## src/hw/rrt_pkg.sv

```systemverilog
// Package of constants for the ROM/RAM/I-O/timer device and its bus host.
package rrt_pkg;
    // ****************************************************************
    // Device address decode
    // ****************************************************************
    localparam logic [2:0] RRT_ADDR_PA_DATA = 3'h0;
    localparam logic [2:0] RRT_ADDR_PA_DIR = 3'h1;
    localparam logic [2:0] RRT_ADDR_PB_DATA = 3'h2;
    localparam logic [2:0] RRT_ADDR_PB_DIR = 3'h3;
    localparam int RRT_ADDR_TIMER_BIT = 2;
    localparam int RRT_ADDR_IRQEN_BIT = 3;
    localparam int RRT_ADDR_FLAGSEL_BIT = 0;
    localparam int RRT_FLAG_BIT = 7;
    localparam logic [7:0] RRT_REG_RESET = 8'h00;
    localparam logic [10:0] RRT_DIV1 = 11'h000;
    localparam logic [10:0] RRT_DIV8 = 11'h007;
    localparam logic [10:0] RRT_DIV64 = 11'h03f;
    localparam logic [10:0] RRT_DIV1024 = 11'h3ff;
    // ****************************************************************
    // Host APB register map
    // ****************************************************************
    localparam logic [4:0] RRT_HOST_CMD = 5'h00;
    localparam logic [4:0] RRT_HOST_WDATA = 5'h04;
    localparam logic [4:0] RRT_HOST_RDATA = 5'h08;
    localparam logic [4:0] RRT_HOST_STATUS = 5'h0c;
    localparam logic [4:0] RRT_HOST_MASK = 5'h10;
    localparam int RRT_CMD_RW_BIT = 16;
    localparam int RRT_CMD_SEL_LSB = 12;
    localparam int RRT_ST_DONE_BIT = 0;
    localparam int RRT_ST_IRQ_BIT = 1;
    typedef enum logic [1:0] {RRT_SEL_ROM, RRT_SEL_RAM, RRT_SEL_IOT} rrt_sel_t;
endpackage : rrt_pkg

```

## src/hw/rrt_bus_if.sv

```systemverilog
// Interface joining the device and the bus host.
`timescale 1ns/1ps
`default_nettype none
interface rrt_bus_if;
    logic rom_sel;
    logic ram_sel;
    logic iot_sel;
    logic rw;
    logic [9:0] addr;
    logic [7:0] host_d;
    logic host_d_oe_n;
    logic [7:0] dev_d;
    logic dev_d_oe_n;
    logic timer_irq_n;
    modport device(input rom_sel, ram_sel, iot_sel, rw, addr, host_d, host_d_oe_n,
        output dev_d, dev_d_oe_n, timer_irq_n);
    modport host(output rom_sel, ram_sel, iot_sel, rw, addr, host_d, host_d_oe_n,
        input dev_d, dev_d_oe_n, timer_irq_n);
endinterface : rrt_bus_if
`default_nettype wire

```

## src/hw/rrt_device.sv

```systemverilog
// Device end: ROM, RAM, two ports and interval timer behind the select decode.
//
// The register offsets and the APB interface to the registers were decided locally.
`timescale 1ns/1ps
`default_nettype none
module rrt_device
    import rrt_pkg::*;
#(
    parameter int RAM_WORDS = 64,
    parameter int ROM_WORDS = 1024
) (
    input wire logic pclk,
    input wire logic presetn,
    rrt_bus_if.device bus,
    input wire logic [7:0] pa_in,
    output logic [7:0] pa_out,
    output logic [7:0] pa_oe_n,
    input wire logic [7:0] pb_in,
    output logic [7:0] pb_out,
    output logic [7:0] pb_oe_n,
    input wire logic [7:0] rom_data
);
    logic [7:0] ram_mem [RAM_WORDS];
    logic [7:0] pa_data_reg;
    logic [7:0] port_a_direction_reg;
    logic [7:0] pb_data_reg;
    logic [7:0] port_b_direction_reg;
    logic [7:0] count_reg;
    logic [10:0] pre_reg;
    logic [10:0] div_reg;
    logic flag_reg;
    logic irq_en_reg;
    logic [7:0] rd_reg;
    logic oe_n_reg;
    logic rom_rd;
    logic ram_wr;
    logic ram_rd;
    logic iot_wr;
    logic iot_rd;
    logic timer_wr;
    logic timer_rd;
    logic timer_acc;
    logic tick;
    logic expire;
    logic [7:0] pa_view;
    logic [7:0] pb_view;
    logic [$clog2(RAM_WORDS)-1:0] ram_index;

    // ****************************************************************
    // Decode
    // ****************************************************************
    // A select counts only while the other two are low, so a fault that raises
    // two selects at once reaches no target.
    function automatic logic sel_only(input logic mine, input logic other_a,
        input logic other_b);
        sel_only = mine && !other_a && !other_b;
    endfunction : sel_only

    assign rom_rd = sel_only(bus.rom_sel, bus.ram_sel, bus.iot_sel) && bus.rw;
    assign ram_wr = sel_only(bus.ram_sel, bus.rom_sel, bus.iot_sel) && !bus.rw;
    assign ram_rd = sel_only(bus.ram_sel, bus.rom_sel, bus.iot_sel) && bus.rw;
    assign iot_wr = sel_only(bus.iot_sel, bus.rom_sel, bus.ram_sel) && !bus.rw;
    assign iot_rd = sel_only(bus.iot_sel, bus.rom_sel, bus.ram_sel) && bus.rw;
    assign timer_wr = iot_wr && bus.addr[RRT_ADDR_TIMER_BIT];
    assign timer_rd = iot_rd && bus.addr[RRT_ADDR_TIMER_BIT];
    assign timer_acc = timer_wr || timer_rd;
    assign ram_index = bus.addr[$clog2(RAM_WORDS)-1:0];
    // A port read shows the pin for inputs and the register for outputs;
    // the register itself only changes on a write.
    assign pa_view = (pa_in & ~port_a_direction_reg) | (pa_data_reg & port_a_direction_reg);
    assign pb_view = (pb_in & ~port_b_direction_reg) | (pb_data_reg & port_b_direction_reg);

    function automatic logic [10:0] div_of(input logic [1:0] code);
        unique case (code)
            2'b00: div_of = RRT_DIV1;
            2'b01: div_of = RRT_DIV8;
            2'b10: div_of = RRT_DIV64;
            2'b11: div_of = RRT_DIV1024;
        endcase
    endfunction : div_of

    // ****************************************************************
    // Memory and port registers
    // ****************************************************************
    // The RAM has no reset; its words are unknown until first written.
    always_ff @(posedge pclk) begin
        if (ram_wr) begin
            ram_mem[ram_index] <= bus.host_d;
        end
    end

    always_ff @(posedge pclk or negedge presetn) begin
        if (!presetn) begin
            pa_data_reg <= RRT_REG_RESET;
            port_a_direction_reg <= RRT_REG_RESET;
            pb_data_reg <= RRT_REG_RESET;
            port_b_direction_reg <= RRT_REG_RESET;
        end else if (iot_wr && !bus.addr[RRT_ADDR_TIMER_BIT]) begin
            // A3 plays no part in the port decode.
            unique case (bus.addr[2:0])
                RRT_ADDR_PA_DATA: pa_data_reg <= bus.host_d;
                RRT_ADDR_PA_DIR: port_a_direction_reg <= bus.host_d;
                RRT_ADDR_PB_DATA: pb_data_reg <= bus.host_d;
                RRT_ADDR_PB_DIR: port_b_direction_reg <= bus.host_d;
                default: ;
            endcase
        end
    end

    // ****************************************************************
    // Interval timer
    // ****************************************************************
    // The prescaler counts down from the chosen interval minus one, so one count
    // lasts exactly that many clocks.
    assign tick = (pre_reg == 11'h000);
    assign expire = tick && (count_reg == 8'h00) && !flag_reg;

    always_ff @(posedge pclk or negedge presetn) begin
        if (!presetn) begin
            count_reg <= RRT_REG_RESET;
            pre_reg <= RRT_DIV1;
            div_reg <= RRT_DIV1;
        end else if (timer_wr) begin
            count_reg <= bus.host_d;
            div_reg <= div_of(bus.addr[1:0]);
            pre_reg <= div_of(bus.addr[1:0]);
        end else if (flag_reg) begin
            count_reg <= count_reg - 8'h01;
            pre_reg <= RRT_DIV1;
        end else if (tick) begin
            count_reg <= count_reg - 8'h01;
            pre_reg <= div_reg;
        end else begin
            pre_reg <= pre_reg - 11'h001;
        end
    end

    // After expiry the count keeps falling at the full clock rate.
    // Expiry wins over a clear, so a read that meets the expiry keeps the flag.
    always_ff @(posedge pclk or negedge presetn) begin
        if (!presetn) begin
            flag_reg <= 1'b0;
        end else if (expire) begin
            flag_reg <= 1'b1;
        end else if (timer_acc) begin
            flag_reg <= 1'b0;
        end
    end

    always_ff @(posedge pclk or negedge presetn) begin
        if (!presetn) begin
            irq_en_reg <= 1'b0;
        end else if (timer_acc) begin
            irq_en_reg <= bus.addr[RRT_ADDR_IRQEN_BIT];
        end
    end

    // ****************************************************************
    // Read data and pins
    // ****************************************************************
    always_ff @(posedge pclk or negedge presetn) begin
        if (!presetn) begin
            rd_reg <= RRT_REG_RESET;
            oe_n_reg <= 1'b1;
        end else begin
            oe_n_reg <= 1'b1;
            // Read data is registered and stands for the one cycle after the select.
            // The ROM lies outside, so rom_data must follow the address in the same cycle.
            if (rom_rd) begin
                rd_reg <= rom_data;
                oe_n_reg <= 1'b0;
            end else if (ram_rd) begin
                rd_reg <= ram_mem[ram_index];
                oe_n_reg <= 1'b0;
            end else if (iot_rd) begin
                oe_n_reg <= 1'b0;
                if (bus.addr[RRT_ADDR_TIMER_BIT]) begin
                    if (bus.addr[RRT_ADDR_FLAGSEL_BIT]) begin
                        rd_reg <= {flag_reg, 7'h00};
                    end else begin
                        rd_reg <= count_reg;
                    end
                end else begin
                    unique case (bus.addr[2:0])
                        RRT_ADDR_PA_DATA: rd_reg <= pa_view;
                        RRT_ADDR_PA_DIR: rd_reg <= port_a_direction_reg;
                        RRT_ADDR_PB_DATA: rd_reg <= pb_view;
                        RRT_ADDR_PB_DIR: rd_reg <= port_b_direction_reg;
                        default: rd_reg <= RRT_REG_RESET;
                    endcase
                end
            end
        end
    end

    assign bus.dev_d = rd_reg;
    assign bus.dev_d_oe_n = oe_n_reg;
    // The interrupt pin pulls low only while the flag is set and A3 enabled it
    // at the last timer access.
    assign bus.timer_irq_n = !(irq_en_reg && flag_reg);

    // ****************************************************************
    // Port pins
    // ****************************************************************
    assign pa_out = pa_data_reg;
    assign pa_oe_n = ~port_a_direction_reg;
    assign pb_out = pb_data_reg;
    assign pb_oe_n = ~port_b_direction_reg;
endmodule : rrt_device
`default_nettype wire

```

## src/flat_wrapper.sv

```systemverilog
// flat-port wrapper written by rule: the top's interface ports become plain ports
module rrt_device_flat import rrt_pkg::*;
#(
    parameter int RAM_WORDS = 64,
    parameter int ROM_WORDS = 1024
)
  (pclk, presetn, pa_in, pa_out, pa_oe_n, pb_in, pb_out, pb_oe_n, rom_data, bus_rom_sel, bus_ram_sel, bus_iot_sel, bus_rw, bus_addr, bus_host_d, bus_host_d_oe_n, bus_dev_d, bus_dev_d_oe_n, bus_timer_irq_n);
  rrt_bus_if bus_i ();
  input wire logic pclk;
  input wire logic presetn;
  input wire logic [7:0] pa_in;
  output logic [7:0] pa_out;
  output logic [7:0] pa_oe_n;
  input wire logic [7:0] pb_in;
  output logic [7:0] pb_out;
  output logic [7:0] pb_oe_n;
  input wire logic [7:0] rom_data;
  input wire logic [$bits(bus_i.rom_sel)-1:0] bus_rom_sel;
  input wire logic [$bits(bus_i.ram_sel)-1:0] bus_ram_sel;
  input wire logic [$bits(bus_i.iot_sel)-1:0] bus_iot_sel;
  input wire logic [$bits(bus_i.rw)-1:0] bus_rw;
  input wire logic [$bits(bus_i.addr)-1:0] bus_addr;
  input wire logic [$bits(bus_i.host_d)-1:0] bus_host_d;
  input wire logic [$bits(bus_i.host_d_oe_n)-1:0] bus_host_d_oe_n;
  output wire logic [$bits(bus_i.dev_d)-1:0] bus_dev_d;
  output wire logic [$bits(bus_i.dev_d_oe_n)-1:0] bus_dev_d_oe_n;
  output wire logic [$bits(bus_i.timer_irq_n)-1:0] bus_timer_irq_n;
  assign bus_i.rom_sel = bus_rom_sel;
  assign bus_i.ram_sel = bus_ram_sel;
  assign bus_i.iot_sel = bus_iot_sel;
  assign bus_i.rw = bus_rw;
  assign bus_i.addr = bus_addr;
  assign bus_i.host_d = bus_host_d;
  assign bus_i.host_d_oe_n = bus_host_d_oe_n;
  assign bus_dev_d = bus_i.dev_d;
  assign bus_dev_d_oe_n = bus_i.dev_d_oe_n;
  assign bus_timer_irq_n = bus_i.timer_irq_n;
  rrt_device #(.RAM_WORDS(RAM_WORDS), .ROM_WORDS(ROM_WORDS)) u_core (.pclk(pclk), .presetn(presetn), .bus(bus_i), .pa_in(pa_in), .pa_out(pa_out), .pa_oe_n(pa_oe_n), .pb_in(pb_in), .pb_out(pb_out), .pb_oe_n(pb_oe_n), .rom_data(rom_data));
endmodule
```

## config.mk

```make
export PLATFORM = sky130hd
export DESIGN_NAME = rrt_device_flat
export DESIGN_NICKNAME = d
export VERILOG_FILES = /design/src/hw/rrt_pkg.sv /design/src/hw/rrt_bus_if.sv /design/src/hw/rrt_device.sv /design/src/flat_wrapper.sv
export SDC_FILE = /design/constraint.sdc
export NUM_CORES = 1
export LEC_CHECK = 0
export BUFFER_PORTS_ARGS = -buffer_cell sky130_fd_sc_hd__buf_2
export CAP_MARGIN = 20
export CORE_MARGIN = 1.5
export CORE_UTILIZATION = 25
export DETAILED_ROUTE_END_ITERATION = 8
export HOLD_SLACK_MARGIN = 0.06
export PLACE_DENSITY = 0.39
export SYNTH_ARGS = -nofsm -noshare
export SYNTH_HDL_FRONTEND = slang
export SYNTH_SLANG_ARGS = --single-unit
export TNS_END_PERCENT = 5
```

## constraint.sdc

```tcl
create_clock -name pclk -period 3 [get_ports pclk]
set_clock_uncertainty 0.15 [all_clocks]
set_input_delay 0.6 -clock pclk [delete_from_list [all_inputs] [get_ports pclk]]
set_output_delay 0.6 -clock pclk [all_outputs]
set_load 0.01 [all_outputs]
```

* Yosys cells after proc, flatten, opt, wreduce, memory -nomap -nowiden
Memory sizes are Yosys's and may differ from the RTL's.
Cells that the tools add are included.
** Storage, ports and cells
- Register bits after elaboration :: 73
- Memory bits (writable) :: 512
- Input port bits :: 49
- Output and inout port bits :: 42
- Logic and storage cells :: 84
- Memories kept :: 1
** Memory list
- u_core.ram_mem :: words 64, bits a word 8, read ports 1, clocked after memory_dff 0, wr ports 1, RTL line rrt_device.sv:23 : logic [7:0] ram_mem [RAM_WORDS];
** Cells by class
- Add/subtract/negate cells :: 2
- Eq/ne operators :: 6
- Mux-type cells :: 20
- Bitwise operators :: 8
- Reductions and logical operators :: 36
** Operator list (number)
- 8-bit two-way mux :: 8
- 11-bit case mux with 4 select lines :: 1
- 11-bit two-way mux :: 3
- 8-bit AND :: 4
- 8-bit case mux with 4 select lines :: 1
- 1-bit logical AND :: 17
- 8-bit inverter :: 2
- 8-bit OR :: 2
- 11-bit zero test :: 1
- 11-bit by 1-bit subtractor with 11-bit output (second input constant) :: 1
- 8-bit zero test :: 1
- 2-bit AND reduction :: 4
- 8-bit by 1-bit subtractor with 8-bit output (second input constant) :: 1
- 1-bit zero test :: 7
- 1-bit two-way mux :: 7
- 3-bit by 2-bit equality test with 1-bit output (second input constant) :: 2
- 3-bit nonzero test :: 2
- 2-bit equality test (second input constant) :: 2
- 3-bit by 1-bit equality test with 1-bit output (second input constant) :: 1
- 3-bit zero test :: 1
- 2-bit by 1-bit equality test with 1-bit output (second input constant) :: 1
- 2-bit zero test :: 1
- 2-bit nonzero test :: 1
- 1-bit logical OR :: 1

* Longest topological paths before layout
Gate-level depths: netlist of run 1.
- Depth in word-level cells :: 8
- Depth in mapped cells :: 11
- Mapped depth without buffers :: 8

* Least setup slack after synthesis of run 1
No wires, ideal clock.
- Path kind :: input-to-reg
- Start point :: input port bus_addr[0]
- End point :: memory u_core.ram_mem[61][0] (enable)
- Arrival :: 2243 ps
- Required time :: 2479 ps
- Slack :: 237 ps
- Stages on the path :: 8
- Path through :: buf_6 -> buf_4 -> buf_6 -> buf_4 -> buf_2 -> nor2b_1 -> nand2_1 -> nor2_1
** RTL lines
- start, declared :: RTL line flat_wrapper.sv:22 : input wire logic [$bits(bus_i.addr)-1:0] bus_addr;
- end, declared :: RTL line rrt_device.sv:23
Straight into the memory's write port.

* Final worst setup path of run 1
- Start point :: input port bus_addr[0]
- End point :: register u_core.rd_reg[4] (netlist: u_core.bus.dev_d[4])
** On the way
- Cells in the longest elaborated chain, start to end :: 6
- Elaborated cells between the ends (all ways) :: 11
- Classes of those cells :: 3 x eq/ne; 6 x mux; 1 x reduce/logical; 1 x memory
** Ends and longest elaborated chain
- branches (longest 4 deep; another with memory read 64 x 8 bit)
- 8-bit two-way mux * :: RTL line rrt_device.sv:172 : end else if (ram_rd) begin
- 8-bit two-way mux * :: RTL line rrt_device.sv:169 : if (rom_rd) begin
- end signal, assigned :: RTL line rrt_device.sv:170 : rd_reg <= rom_data;
- end signal, assigned :: RTL line rrt_device.sv:173 : rd_reg <= ram_mem[ram_index];
- end signal, assigned :: RTL line rrt_device.sv:179 : rd_reg <= {flag_reg, 7'h00};
- end, declared :: RTL line rrt_device.sv:33 : logic [7:0] rd_reg;
Mark *: on every way between the ends. The select of a mux whose other input is x is not followed.
A chain may end at the register's enable or synchronous reset.

==> results of run 1 <==
## final cells by class
cell class / instances / share of cell area
antenna: 1 / 0.0000853
clock buffer: 92 / 0.0643
clock inverter: 29 / 0.00806
inverter: 21 / 0.00269
multi-input combinational: 649 / 0.207
sequential: 577 / 0.580
tap: 1254 / 0.0535
timing repair buffer: 323 / 0.0843
## kinds of logic after synthesis
| logic type | after synthesis |
|---|---|
| compound gates | 166 |
| xor+xnor | 14 |
| fa+ha+maj | 4 |
| buf+inv | 93 |
| flops | 577 |
| mux | 191 |
| simple gates | 274 |
## path summary, 6_finish.rpt
check	startpoint	endpoint	slack, ps	cells past startpoint
min in group asynchronous	presetn	u_core.bus.dev_d[2]	300	2
max in group asynchronous	presetn	u_core.pre_reg[6]	1780	3
min	rom_data[5]	u_core.bus.dev_d[5]	170	3
max	bus_addr[0]	u_core.bus.dev_d[4]	220	9
min reg2reg	u_core.div_reg[8]	u_core.div_reg[8]	350	2
max reg2reg	u_core.ram_mem[12][4]	u_core.bus.dev_d[4]	270	7
## synthesized netlist by cell type, drive strengths merged (4+ instances only)
library cell	instances	area [um^2]
a21o	4	30.0
o211ai	5	37.5
nand3	24	120
o31ai	5	37.5
nand2	45	169
edfxtp	512	15400
nor2	107	402
dfrtp	64	1600
nand3b	9	67.6
mux2	42	473
nor4	11	68.8
nand2b	13	81.3
xor2	7	61.3
ha	4	50.1
inv	21	78.8
a22oi	15	113
or3b	4	35.0
a31oi	8	50.1
a21oi	28	140
and3	5	31.3
o22ai	8	50.1
nor3	14	70.1
o21ai	47	235
nor2b	16	100
buf	48	358
mux4	118	2700
a211oi	14	105
nor3b	11	82.6
clkbuf	24	93.8
mux2i	31	310
xnor2	7	61.3
## metrics by stage
step           utilization  cell area, um^2  hold slack (ps)  setup slack, ps  instances
2_1_floorplan            -            23600              154              237       1319
3_3_place_gp         0.291            27200              334             -504       2823
3_5_place_dp         0.291            27200              337             -436       2823
4_1_cts              0.314            29300              142              212       2945
5_1_grt              0.314            29300              173              150       2945
6_report             0.314            29300              173              222       2946
## layer usage
metal	track usage	vias up	part of all wire
met5	0	-	0
met4	0.0315	0	0.018
met3	0.0239	82	0.034
met2	0.230	245	0.47
met1	0.206	6999	0.48
li1	-	5942	-
## power by group through the flow
stage | Clock [mW] | Combinational [mW] | Sequential, mW
after floorplan | 0 | 0.940 | 9.30
after global placement | 0 | 1.73 | 9.33
after detailed placement | 0 | 1.75 | 9.33
after CTS | 8.21 | 1.76 | 9.17
after global routing | 8.51 | 1.90 | 9.20
final | 7.97 | 1.72 | 9.17
## critical path: cells and delay by family
kind            cells  cell delay, ps
mux                 1             570
buf+inv             3             660
simple gates        1             400
compound gates      4             820
==> results.md, run 1 <==
Placement:
- In this run the tool buffered the top-level ports with 85 buffer cells.
- The sum of net half-perimeters after detailed placement is approximately 47000 um.
- The congestion estimate from routability-driven global placement came to 0.788.

Power:
- After layout, the design draws a total of 18.9 mW.
- Of the total power, the clock network draws 0.423.
- Of the total power, the share spent switching nets is 0.233.
- The relative contribution of combinational cells to total power is 0.091.
- For this design the ratio of total power to cell area is 643 nW/um^2.
- The internal power component is 14.5 mW.
- For this design the total switching power over the nets is 4.40 mW.
- The sequential share of power is 0.486.
- The static leakage is about 10 nW.
- Across the VDD grid, the largest voltage drop is ~0.34 mV.

Floorplan:
- The number of rows in the core area is 112.
- The placeable core region is a little over 90000 um^2.
- The die covers slightly below 100000 um^2.
- From bottom edge to top edge, the die measures 310 um.
- The initial cell density of the core is 0.253.
- In this run the count of I/O pins placed on the die edge is about 90.
- The horizontal die dimension is 310 um.

Setup path:
- The peak per-stage delay on the critical path is between 500 and 600 ps.
- The critical path class is primary input to flip-flop.
- Data on the critical path arrives at its endpoint at 3110 ps.
- The required time at the worst-slack endpoint is 3330 ps.
- The kind of end point of the critical path is a flip-flop.
- In this run the worst path has a maximum fanout of 19.
- The slowest stage cell on the critical path is sky130_fd_sc_hd__mux4_2.
- The signal on the critical path passes through buf_8, buf_4, mux4_2, a22oi_1, o21ai_0, nor4_1, buf_4, o21ai_0, a31o_1.
- The startpoint type of the worst setup path is a primary input.

Global route:
- The number of antenna violations at the first check in global routing is 0.
- Entering global routing, the biggest net connects 70 pins.
- In the global route stage, overall resource usage came out at 0.144.
- The remaining global-route overflow is 0.
- The first global-routing pass estimated 99500 um of wire.
- The number of global-route vias before repair is roughly 14000.

Worst hold path:
- The worst hold path belongs to the class primary input to flip-flop.

Layout:
- In the final layout, the multi-input gates occupy 6080 um^2.
- The fraction of layout cells with a size suffix above 1 is 0.335.
- The number of fill cells is 9189.
- Leaving out fill and tap cells, the most frequent cells in the layout are sky130_fd_sc_hd__edfxtp_1 (512), sky130_fd_sc_hd__buf_4 (219), sky130_fd_sc_hd__mux4_2 (108).
- The final layout contains 1693 nets.
- The most common cell after layout, fill and taps aside is sky130_fd_sc_hd__edfxtp_1.
- The register area is between 15000 and 20000 um^2.
- Relative to the synthesized area, the layout overhead comes to 24.2%.
- The register with the most flip-flops in the layout has 512 of them.

Synthesis:
- The mapped netlist covers around 24000 um^2.
- The number of nets handed over by synthesis was 1372.
- The part of the Yosys area used for sequential elements is 0.720.
- Of the post-synthesis cell area, the part taken by muxes is 0.147.
- The share of the synthesized netlist area taken by xor and xnor gates is 0.00519.
- Of the total synthesized cell area, the portion taken by full adders, half adders and majority gates is 0.00212.
- The post-synthesis async set-or-reset flop share is 0.113.
- The post-synthesis register bit count is ~580.
- Each instance of the synthesized netlist takes up on average 17.9 um^2.
- Among all flip-flop cells after synthesis, the most frequent one is sky130_fd_sc_hd__edfxtp_1.
- The Yosys step of the flow raised 0 warnings.
- The post-synthesis share of cell area spent on and, or, nand and nor gates is 0.0571.
- The count of cell types in the netlist is 64.
- The synthesized-area fraction occupied by ao, oa, aoi and oai cells is 0.0457.
- The gate count of the mapped netlist is approximately 1300.
- The number of enable-type register cells in the synthesized netlist is about 500.
- The combinational family with the most area after synthesis is multiplexers.

CTS:
- Post-CTS repair changed the size of 0 cells.
- The cell sitting at the root of the clock tree is a sky130_fd_sc_hd__clkbuf_16.
- The number of clock buffers added by TritonCTS is 68.
- The number of sinks on the clock net is 577.
- The number of hold-repair buffers added at the cts stage is 1.
- TritonCTS built the clock tree.
- The maximum root-to-sink buffer count is 3.
- The total number of H-tree levels is 3.
- The clock latency on the worst-skew pair is ~600 ps.
- The buffer count from post-CTS setup fixing is 0.
- After clock tree synthesis, the clock-pin slew on the worst setup and hold paths is 50 ps.

Timing:
- The number of hold violations in the final report came to 0.
- The number of pins with negative max-slew slack in the final report is 0.
- Setup repair after global routing left no endpoint under its margin.
- The clock period minus worst slack is 2780 ps.
- Based on the critical path, the design can be clocked at up to 360 MHz.
- The setup total negative slack is 0 ps.
- Setup violations remaining at the end of the flow were counted as 0.
- For the pin with the worst max-slew slack, the measured transition is between 900 and 1000 ps.
- The headroom to the max-slew limit is 0.386.
- The period utilization is 0.926.

Flow run:
- The count of max-cap constraint violations is 0.

Drt:
- The detailed-route wire length per cell is 23.3 um.
- After detailed routing, the number of remaining DRC violations is 0.
- The number of nets still failing antenna checks after routing is 0.
- The detailed router placed 13268 vias in this run.
- The count of TritonRoute iterations in the first routing pass is 7.
- Dividing the detail-routed via count by the number of cells gives 4.50.
- The final layout contains routed wiring with a total length of 68700 um.
- For this block, the initial DRC count from the detailed router was 1009.

Run status:
- The run finished with clean final reports.
Note: power is estimated with default switching activity, not from simulation.
==> inputs of run 2 (changes only) <==
PLACE_DENSITY = 0.4   (was 0.39)
clock period = 2.3 ns   (was 3 ns; I/O delays follow)
==> results.md, run 2 (synthesis gave the netlist of run 1 again) <==
Run status:
- The flow ran to the end, and the final reports show no timing, DRC or antenna violations.

Floorplan:
- The horizontal die dimension is approximately 310 um.
- The height of the die is 310 um.
- The initial cell density of the core is 0.253.
- The number of rows in the core area is 112.
- The placeable core region is 93500 um^2.
- The floorplan step defined a die boundary enclosing between 90000 and 100000 um^2.
- The count of pins on the block boundary is 91.

Layout:
- The number of fill cells is roughly 9000.
- The register with the most flip-flops in the layout has about 500 of them.
- In the layout the commonest cells are sky130_fd_sc_hd__edfxtp_1 (512), sky130_fd_sc_hd__buf_4 (249), sky130_fd_sc_hd__mux4_2 (108).
- The final core area utilization is 0.328.
- The most common cell after layout, fill and taps aside is sky130_fd_sc_hd__edfxtp_1.
- The growth of design area from synthesis to finish is 30.0%.
- In the final layout, the share of cells above drive strength 1 is 0.389.
- At the end of the flow, the number of nets in the layout was around 1800.

Drt:
- Using the TritonRoute via totals, the vias-per-cell ratio works out to 4.52.
- In this run the remaining antenna-violating nets after routing total 0.
- Dividing the detail-routed wire length by the instance count gives 23.5 um.
- The first TritonRoute pass finished after 5 iterations.
- The total via count after detailed routing is 13633.
- After detailed routing, the total wire length is 71100 um.
- The number of DRC violations after detailed routing is 0.
- For this block, the initial DRC count from the detailed router was between 1000 and 1500.

CTS:
- The clock transition at the registers of the reported paths is 60 ps.
- The buffer count from post-CTS setup fixing is 0.
- The tree is rooted in a sky130_fd_sc_hd__clkbuf_16.
- The clock latency on the worst-skew pair is 600 ps.
- The clock net in this run drives a total of 577 sinks.
- The number of buffers inserted during clock tree synthesis is 66.
- The maximum root-to-sink buffer count is 3.
- The H-tree was split into 3 levels.
- The TritonCTS clock tree is done.

Timing:
- At the pin with the least slew margin, the transition time is 826 ps.
- Setup violations remaining at the end of the flow were counted as 0.
- The number of pins with negative max-slew slack in the final report came to 0.
- The worst slack on hold paths is 118 ps.
- The headroom to the max-slew limit is 0.446.
- The period utilization is 0.976.
- The number of hold violations in the final report is 0.
- For this run, the top clock speed supported by timing is 446 MHz.
- In the post-route analysis, the smallest setup slack over all paths is 55.6 ps.
- Setup repair after global routing could not meet its margin everywhere.
- The setup total negative slack is 0 ps.
- The clock period minus worst slack is 2240 ps.

Global route:
- The overall routing resource usage is 0.149.
- The remaining global-route overflow is 0.
- The met1 global-route usage is 0.211.
- The first global-routing pass estimated 103000 um of wire.
- For this run, global-route usage on met3 was measured as 0.0239.
- The met2 capacity usage during global routing is 0.238.
- The number of global-route vias before repair is 14276.
- The maximum number of pins on one net before global-route repair is 70.
- The number of antenna violations at the first check in global routing is 5.
- After global routing, the most crowded layer is met2.

Setup path:
- Tracing the worst setup path back leads to its startpoint at u_core.ram_mem[27][3].
- Of all nets on the critical path, the largest fanout is 1.
- At the worst endpoint, the arrival time is 2570 ps.
- The worst setup path is captured at a flip-flop.
- The beginning of the worst register-to-register path is u_core.ram_mem[27][3].
- By startpoint and endpoint, the worst setup path is classified as flip-flop to flip-flop.
- The startpoint type of the worst setup path is a flip-flop.
- For the worst setup path, the data required time is 2620 ps.

Flow run:
- Max-cap violations in this run came to 0.

Worst hold path:
- The class of the tightest hold or removal check is primary input to flip-flop.
- The worst hold path begins at rom_data[2].

Power:
- For this design the static power due to leakage is 10.6 nW.
- The power density of the placed cells is 807 nW/um^2.
- Of the total power, combinational logic draws 0.097.
- The highest ir drop seen on vdd is 0.463 mV.
- Of the total power, registers draw 0.484.
- The part of the total power dissipated in the clock network is 0.418.
- The switching power as a share of total power is 0.233.
- Summing internal, switching and leakage power gives 24.8 mW.
- The internal power of the cells totals 19.0 mW.
- The switching power summed over all nets is a little under 6 mW.

Placement:
- Routability-driven placement finished with a final weighted congestion of 0.779.
- The pre-CTS setup slack is -722 ps.
- Summed over all nets, the half-perimeter wirelength after detailed placement is 49800 um.
- The number of buffers added on ports is between 80 and 90.
[run 2: changes by cell type in the layout (fill, tap and decap cells not counted), moves of 16 or more]
cell | previous run | this run
sky130_fd_sc_hd__nor2_1 | 107 | 75
sky130_fd_sc_hd__buf_4 | 219 | 249
sky130_fd_sc_hd__nor2_4 | 0 | 16
sky130_fd_sc_hd__buf_12 | 19 | 61
sky130_fd_sc_hd__nor2_2 | 0 | 16
[run 2: what timing repair did]
item | in CTS | in global routing
setup endpoints to repair | 5 | 16
pin swaps | 1 | 2
endpoints found under the hold margin | 68 | 0
hold buffers | 4 | 0
gates resized for setup | 5 | 12
[run 2: metrics by stage]
stage / std cells / cell area, um^2
after floorplan: 1319 / 23800
after global placement: 2895 / 28500
after detailed placement: 2895 / 28500
after CTS: 3015 / 30600
after global routing: 3016 / 30700
final: 3018 / 30700
[run 2: cell type report]
cell class	instances	area [um^2]	share of cell area
Sequential cell	577	17000	0.554
Clock buffer	87	1810	0.0591
Inverter	21	78.8	0.00257
Clock inverter	29	287	0.00934
Timing Repair Buffer	398	3570	0.116
Antenna cell	3	7.51	0.000245
Tap cell	1254	1570	0.0511
Multi-Input combinational cell	649	6360	0.207
[run 2: final timing paths]
path                                             endpoint  slack, ps  cells after the start
min in group asynchronous             u_core.bus.dev_d[2]        280                      3
max in group asynchronous  u_core.port_a_direction_reg[6]       1380                      3
max                                   u_core.bus.dev_d[3]         60                      6
min                                   u_core.bus.dev_d[2]        120                      3
max reg2reg                           u_core.bus.dev_d[3]         60                      6
min reg2reg                             u_core.div_reg[5]        350                      2
[run 2: critical path, stage by stage (launching register included)]
cell and delay (ps):
sky130_fd_sc_hd__edfxtp_1 360, sky130_fd_sc_hd__mux4_2 510, sky130_fd_sc_hd__nor3b_1 210, sky130_fd_sc_hd__a311oi_2 290, sky130_fd_sc_hd__buf_4 180, sky130_fd_sc_hd__nand4_1 110, sky130_fd_sc_hd__o32a_1 310
[run 2: per-layer routing]
metal	vias up	wire length [um]
met2	285	33300
li1	6099	-
met3	98	2940
met4	4	1620
met1	7147	33200
met5	-	23
[run 2: power by group through the flow]
stage / registers [mW] / clock network [mW] / logic (mW)
floorplan: 12.1 / 0 / 1.24
global placement: 12.2 / 0 / 2.40
detailed placement: 12.2 / 0 / 2.42
CTS: 12.0 / 10.7 / 2.44
global route: 12.0 / 11.1 / 2.66
finish: 12.0 / 10.4 / 2.41
==> inputs of run 3 (changes only) <==
HOLD_SLACK_MARGIN = 0.12   (was 0.06)
==> results.md, run 3 (synthesis gave the netlist of run 1 again) <==
Setup path:
- The largest single stage delay on the critical path is 510 ps.
- The data arrival time of the critical path is 2570 ps.
- STA puts the critical path data required time at 2620 ps.
- The slowest stage cell on the critical path is sky130_fd_sc_hd__mux4_2.
- Walking the worst path, the cells encountered are mux4_2, nor3b_1, a311oi_2, buf_4, nand4_1, o32a_1.
- STA classifies the critical path startpoint as a flip-flop.
- The cell family contributing the most delay on the critical path is compound AO/OA/AOI/OAI gates.
- The worst setup path is captured at a flip-flop.
- The critical path class is flip-flop to flip-flop.
- The peak fanout along the critical path is 1.
- Together, buffers and inverters on the worst path number 1.

Layout:
- The flip-flop count of the largest register, all copies and words added is 512.
- The library cells used most frequently in the layout, excluding fill and tap cells, are sky130_fd_sc_hd__edfxtp_1 (512), sky130_fd_sc_hd__buf_4 (249), sky130_fd_sc_hd__mux4_2 (108).
- The growth of design area from synthesis to finish is 30.2%.
- Leaving out fill and tap cells, the most frequent cell in the layout is sky130_fd_sc_hd__edfxtp_1.
- After the last flow step, the layout net total stands at around 1800.
- In the final layout, the share of cells above drive strength 1 is 0.388.
- The non-filler instance count after layout is 3023.

Timing:
- The number of pins with negative max-slew slack in the final report is 0.
- The achievable frequency is 445 MHz.
- Setup repair after global routing could not meet its margin everywhere.
- The number of hold violations in the final report came to 0.
- The setup total negative slack is 0 ps.
- The worst-margin pin slew is 803 ps.
- The period utilization is 0.977.
- The total setup violations reported at the end of the flow is 0.
- The routed design could run at a clock period as short as 2250 ps.
- The headroom to the max-slew limit is 0.462.

CTS:
- The maximum root-to-sink buffer count is 3.
- After clock tree synthesis, the clock-pin slew on the worst setup and hold paths is 60 ps.
- In this run the clock root is driven by a sky130_fd_sc_hd__clkbuf_16.
- Once the clock tree was built, the setup fixing pass inserted 0 buffers.
- TritonCTS built the clock tree.
- The H-tree was split into 3 levels.
- The later pin in the worst-skew pair is clocked with a latency of roughly 600 ps.
- Counting the buffers created by CTS gives 66.
- The number of sinks on the clock net is around 580.

Placement:
- The number of buffers added on ports is 85.
- The final estimated routing congestion in global placement is 0.779.
- The number of placed instances with taps included is 2895.
- The sum of net half-perimeters after detailed placement is 49800 um.

Global route:
- The first global-routing pass estimated 103000 um of wire.
- The maximum number of pins on one net before global-route repair is 70.
- The number of global-route vias before repair is 14289.
- In the global route stage, overall resource usage came out at 0.149.
- For this run the aggregate overflow at the end of global routing stands at 0.
- The number of antenna violations at the first check in global routing is 5.

Floorplan:
- The initial utilization of the core area, before any placement, comes to 0.253.
- The number of rows in the core area is 112.
- After floorplanning, the core was sized to cover 93500 um^2.
- The horizontal die dimension is 310 um.
- The total die area is 96300 um^2.
- The count of pins on the block boundary is 91.
- The height of the die is 310 um.

Drt:
- For this block, the via count after detailed routing is 13652.
- In this run, the number of DRC markers left after iteration 0 of detailed routing was 1248.
- The first TritonRoute pass finished after 5 iterations.
- The number of nets still failing antenna checks after routing is 0.
- The via count normalized by instance count is 4.52.
- After detailed routing, the average wire length per cell comes to 23.5 um.
- Wires add up to 71100 um.
- The number of DRC violations after detailed routing is 0.

Run status:
- The run finished with clean final reports.

Power:
- Internal power comes to 19.0 mW.
- The sequential share of power is 0.484.
- The part of the total power dissipated in the clock network is 0.418.
- The highest ir drop seen on vdd is about 0.46 mV.
- The analysis attributes to net switching a power of around 5.8 mW.
- The switching power as a share of total power is 0.233.
- In this run the static leakage power is about 11 nW.
- Overall power consumption after layout is estimated at 24.8 mW.
- The share of total power dissipated in combinational logic is 0.097.
- The power density of the placed cells is 807 nW/um^2.

Flow run:
- Max-cap violations in this run came to 0.

Worst hold path:
- The path class of the tightest hold or removal check is primary input to flip-flop.
[run 3: changes by cell type in the layout (fill, tap and decap cells not counted), sizes merged]
cell         previous run  this run
dlygate4sd3             4         8
diode                   3         4
[run 3: through the flow]
step / hold slack [ps] / utilization / instance area (um^2) / setup slack (ps)
5_1_grt: 158 / 0.329 / 30700 / -34.3
6_report: 199 / 0.329 / 30700 / 53.5
4_1_cts: 129 / 0.328 / 30700 / 0.823
3_5_place_dp: 339 / 0.304 / 28500 / -722
2_1_floorplan: 14.4 / - / 23800 / -168
3_3_place_gp: 336 / 0.304 / 28500 / -748
[run 3: area by class of cell]
cell class              instances  area (um^2)
clock inverters                29          287
multi-input cells             649         6360
repair buffers                402         3610
flip-flops and latches        577        17000
clock buffers                  87         1810
well taps                    1254         1570
inverters                      21         78.8
diodes                          4         10.0
fillers                      9068        62700
[run 3: routing by layer]
metal / share of wire / track usage / vias to the layer above
met5: 0.00032 / 0 / -
met4: 0.023 / 0.0400 / 4
met3: 0.039 / 0.0239 / 98
met2: 0.47 / 0.238 / 293
met1: 0.47 / 0.211 / 7148
li1: - / - / 6109
[run 3: repair_timing]
item / CTS / global route
gates resized for setup: 5 / 12
hold buffers: 8 / 0
pin swaps: 1 / 2
endpoints found under the setup margin: 5 / 16
hold endpoints to repair: 72 / 0
[run 3: final timing paths]
path	depth (start not counted)	slack [ps]	from	end
min in group asynchronous	3	280	presetn	u_core.bus.dev_d[2]
hold / removal	3	200	rom_data[4]	u_core.bus.dev_d[4]
hold reg to reg	2	350	u_core.div_reg[5]	u_core.div_reg[5]
max in group asynchronous	3	1380	presetn	u_core.port_a_direction_reg[6]
setup reg to reg	6	50	u_core.ram_mem[27][3]	u_core.bus.dev_d[3]
setup / recovery	6	50	u_core.ram_mem[27][3]	u_core.bus.dev_d[3]
[run 3: tightest hold or removal path, cell delays in order]
cell	delay [ps]
sky130_fd_sc_hd__buf_2	90
sky130_fd_sc_hd__a22o_1	230
sky130_fd_sc_hd__a31o_1	130
[run 3: power groups by stage]
stage          Sequential (mW)  Clock [mW]  Combinational (mW)
6_report                  12.0        10.4                2.42
2_1_floorplan             12.1           0                1.24
3_3_place_gp              12.2           0                2.40
4_1_cts                   12.0        10.7                2.44
5_1_grt                   12.0        11.1                2.67
3_5_place_dp              12.2           0                2.42
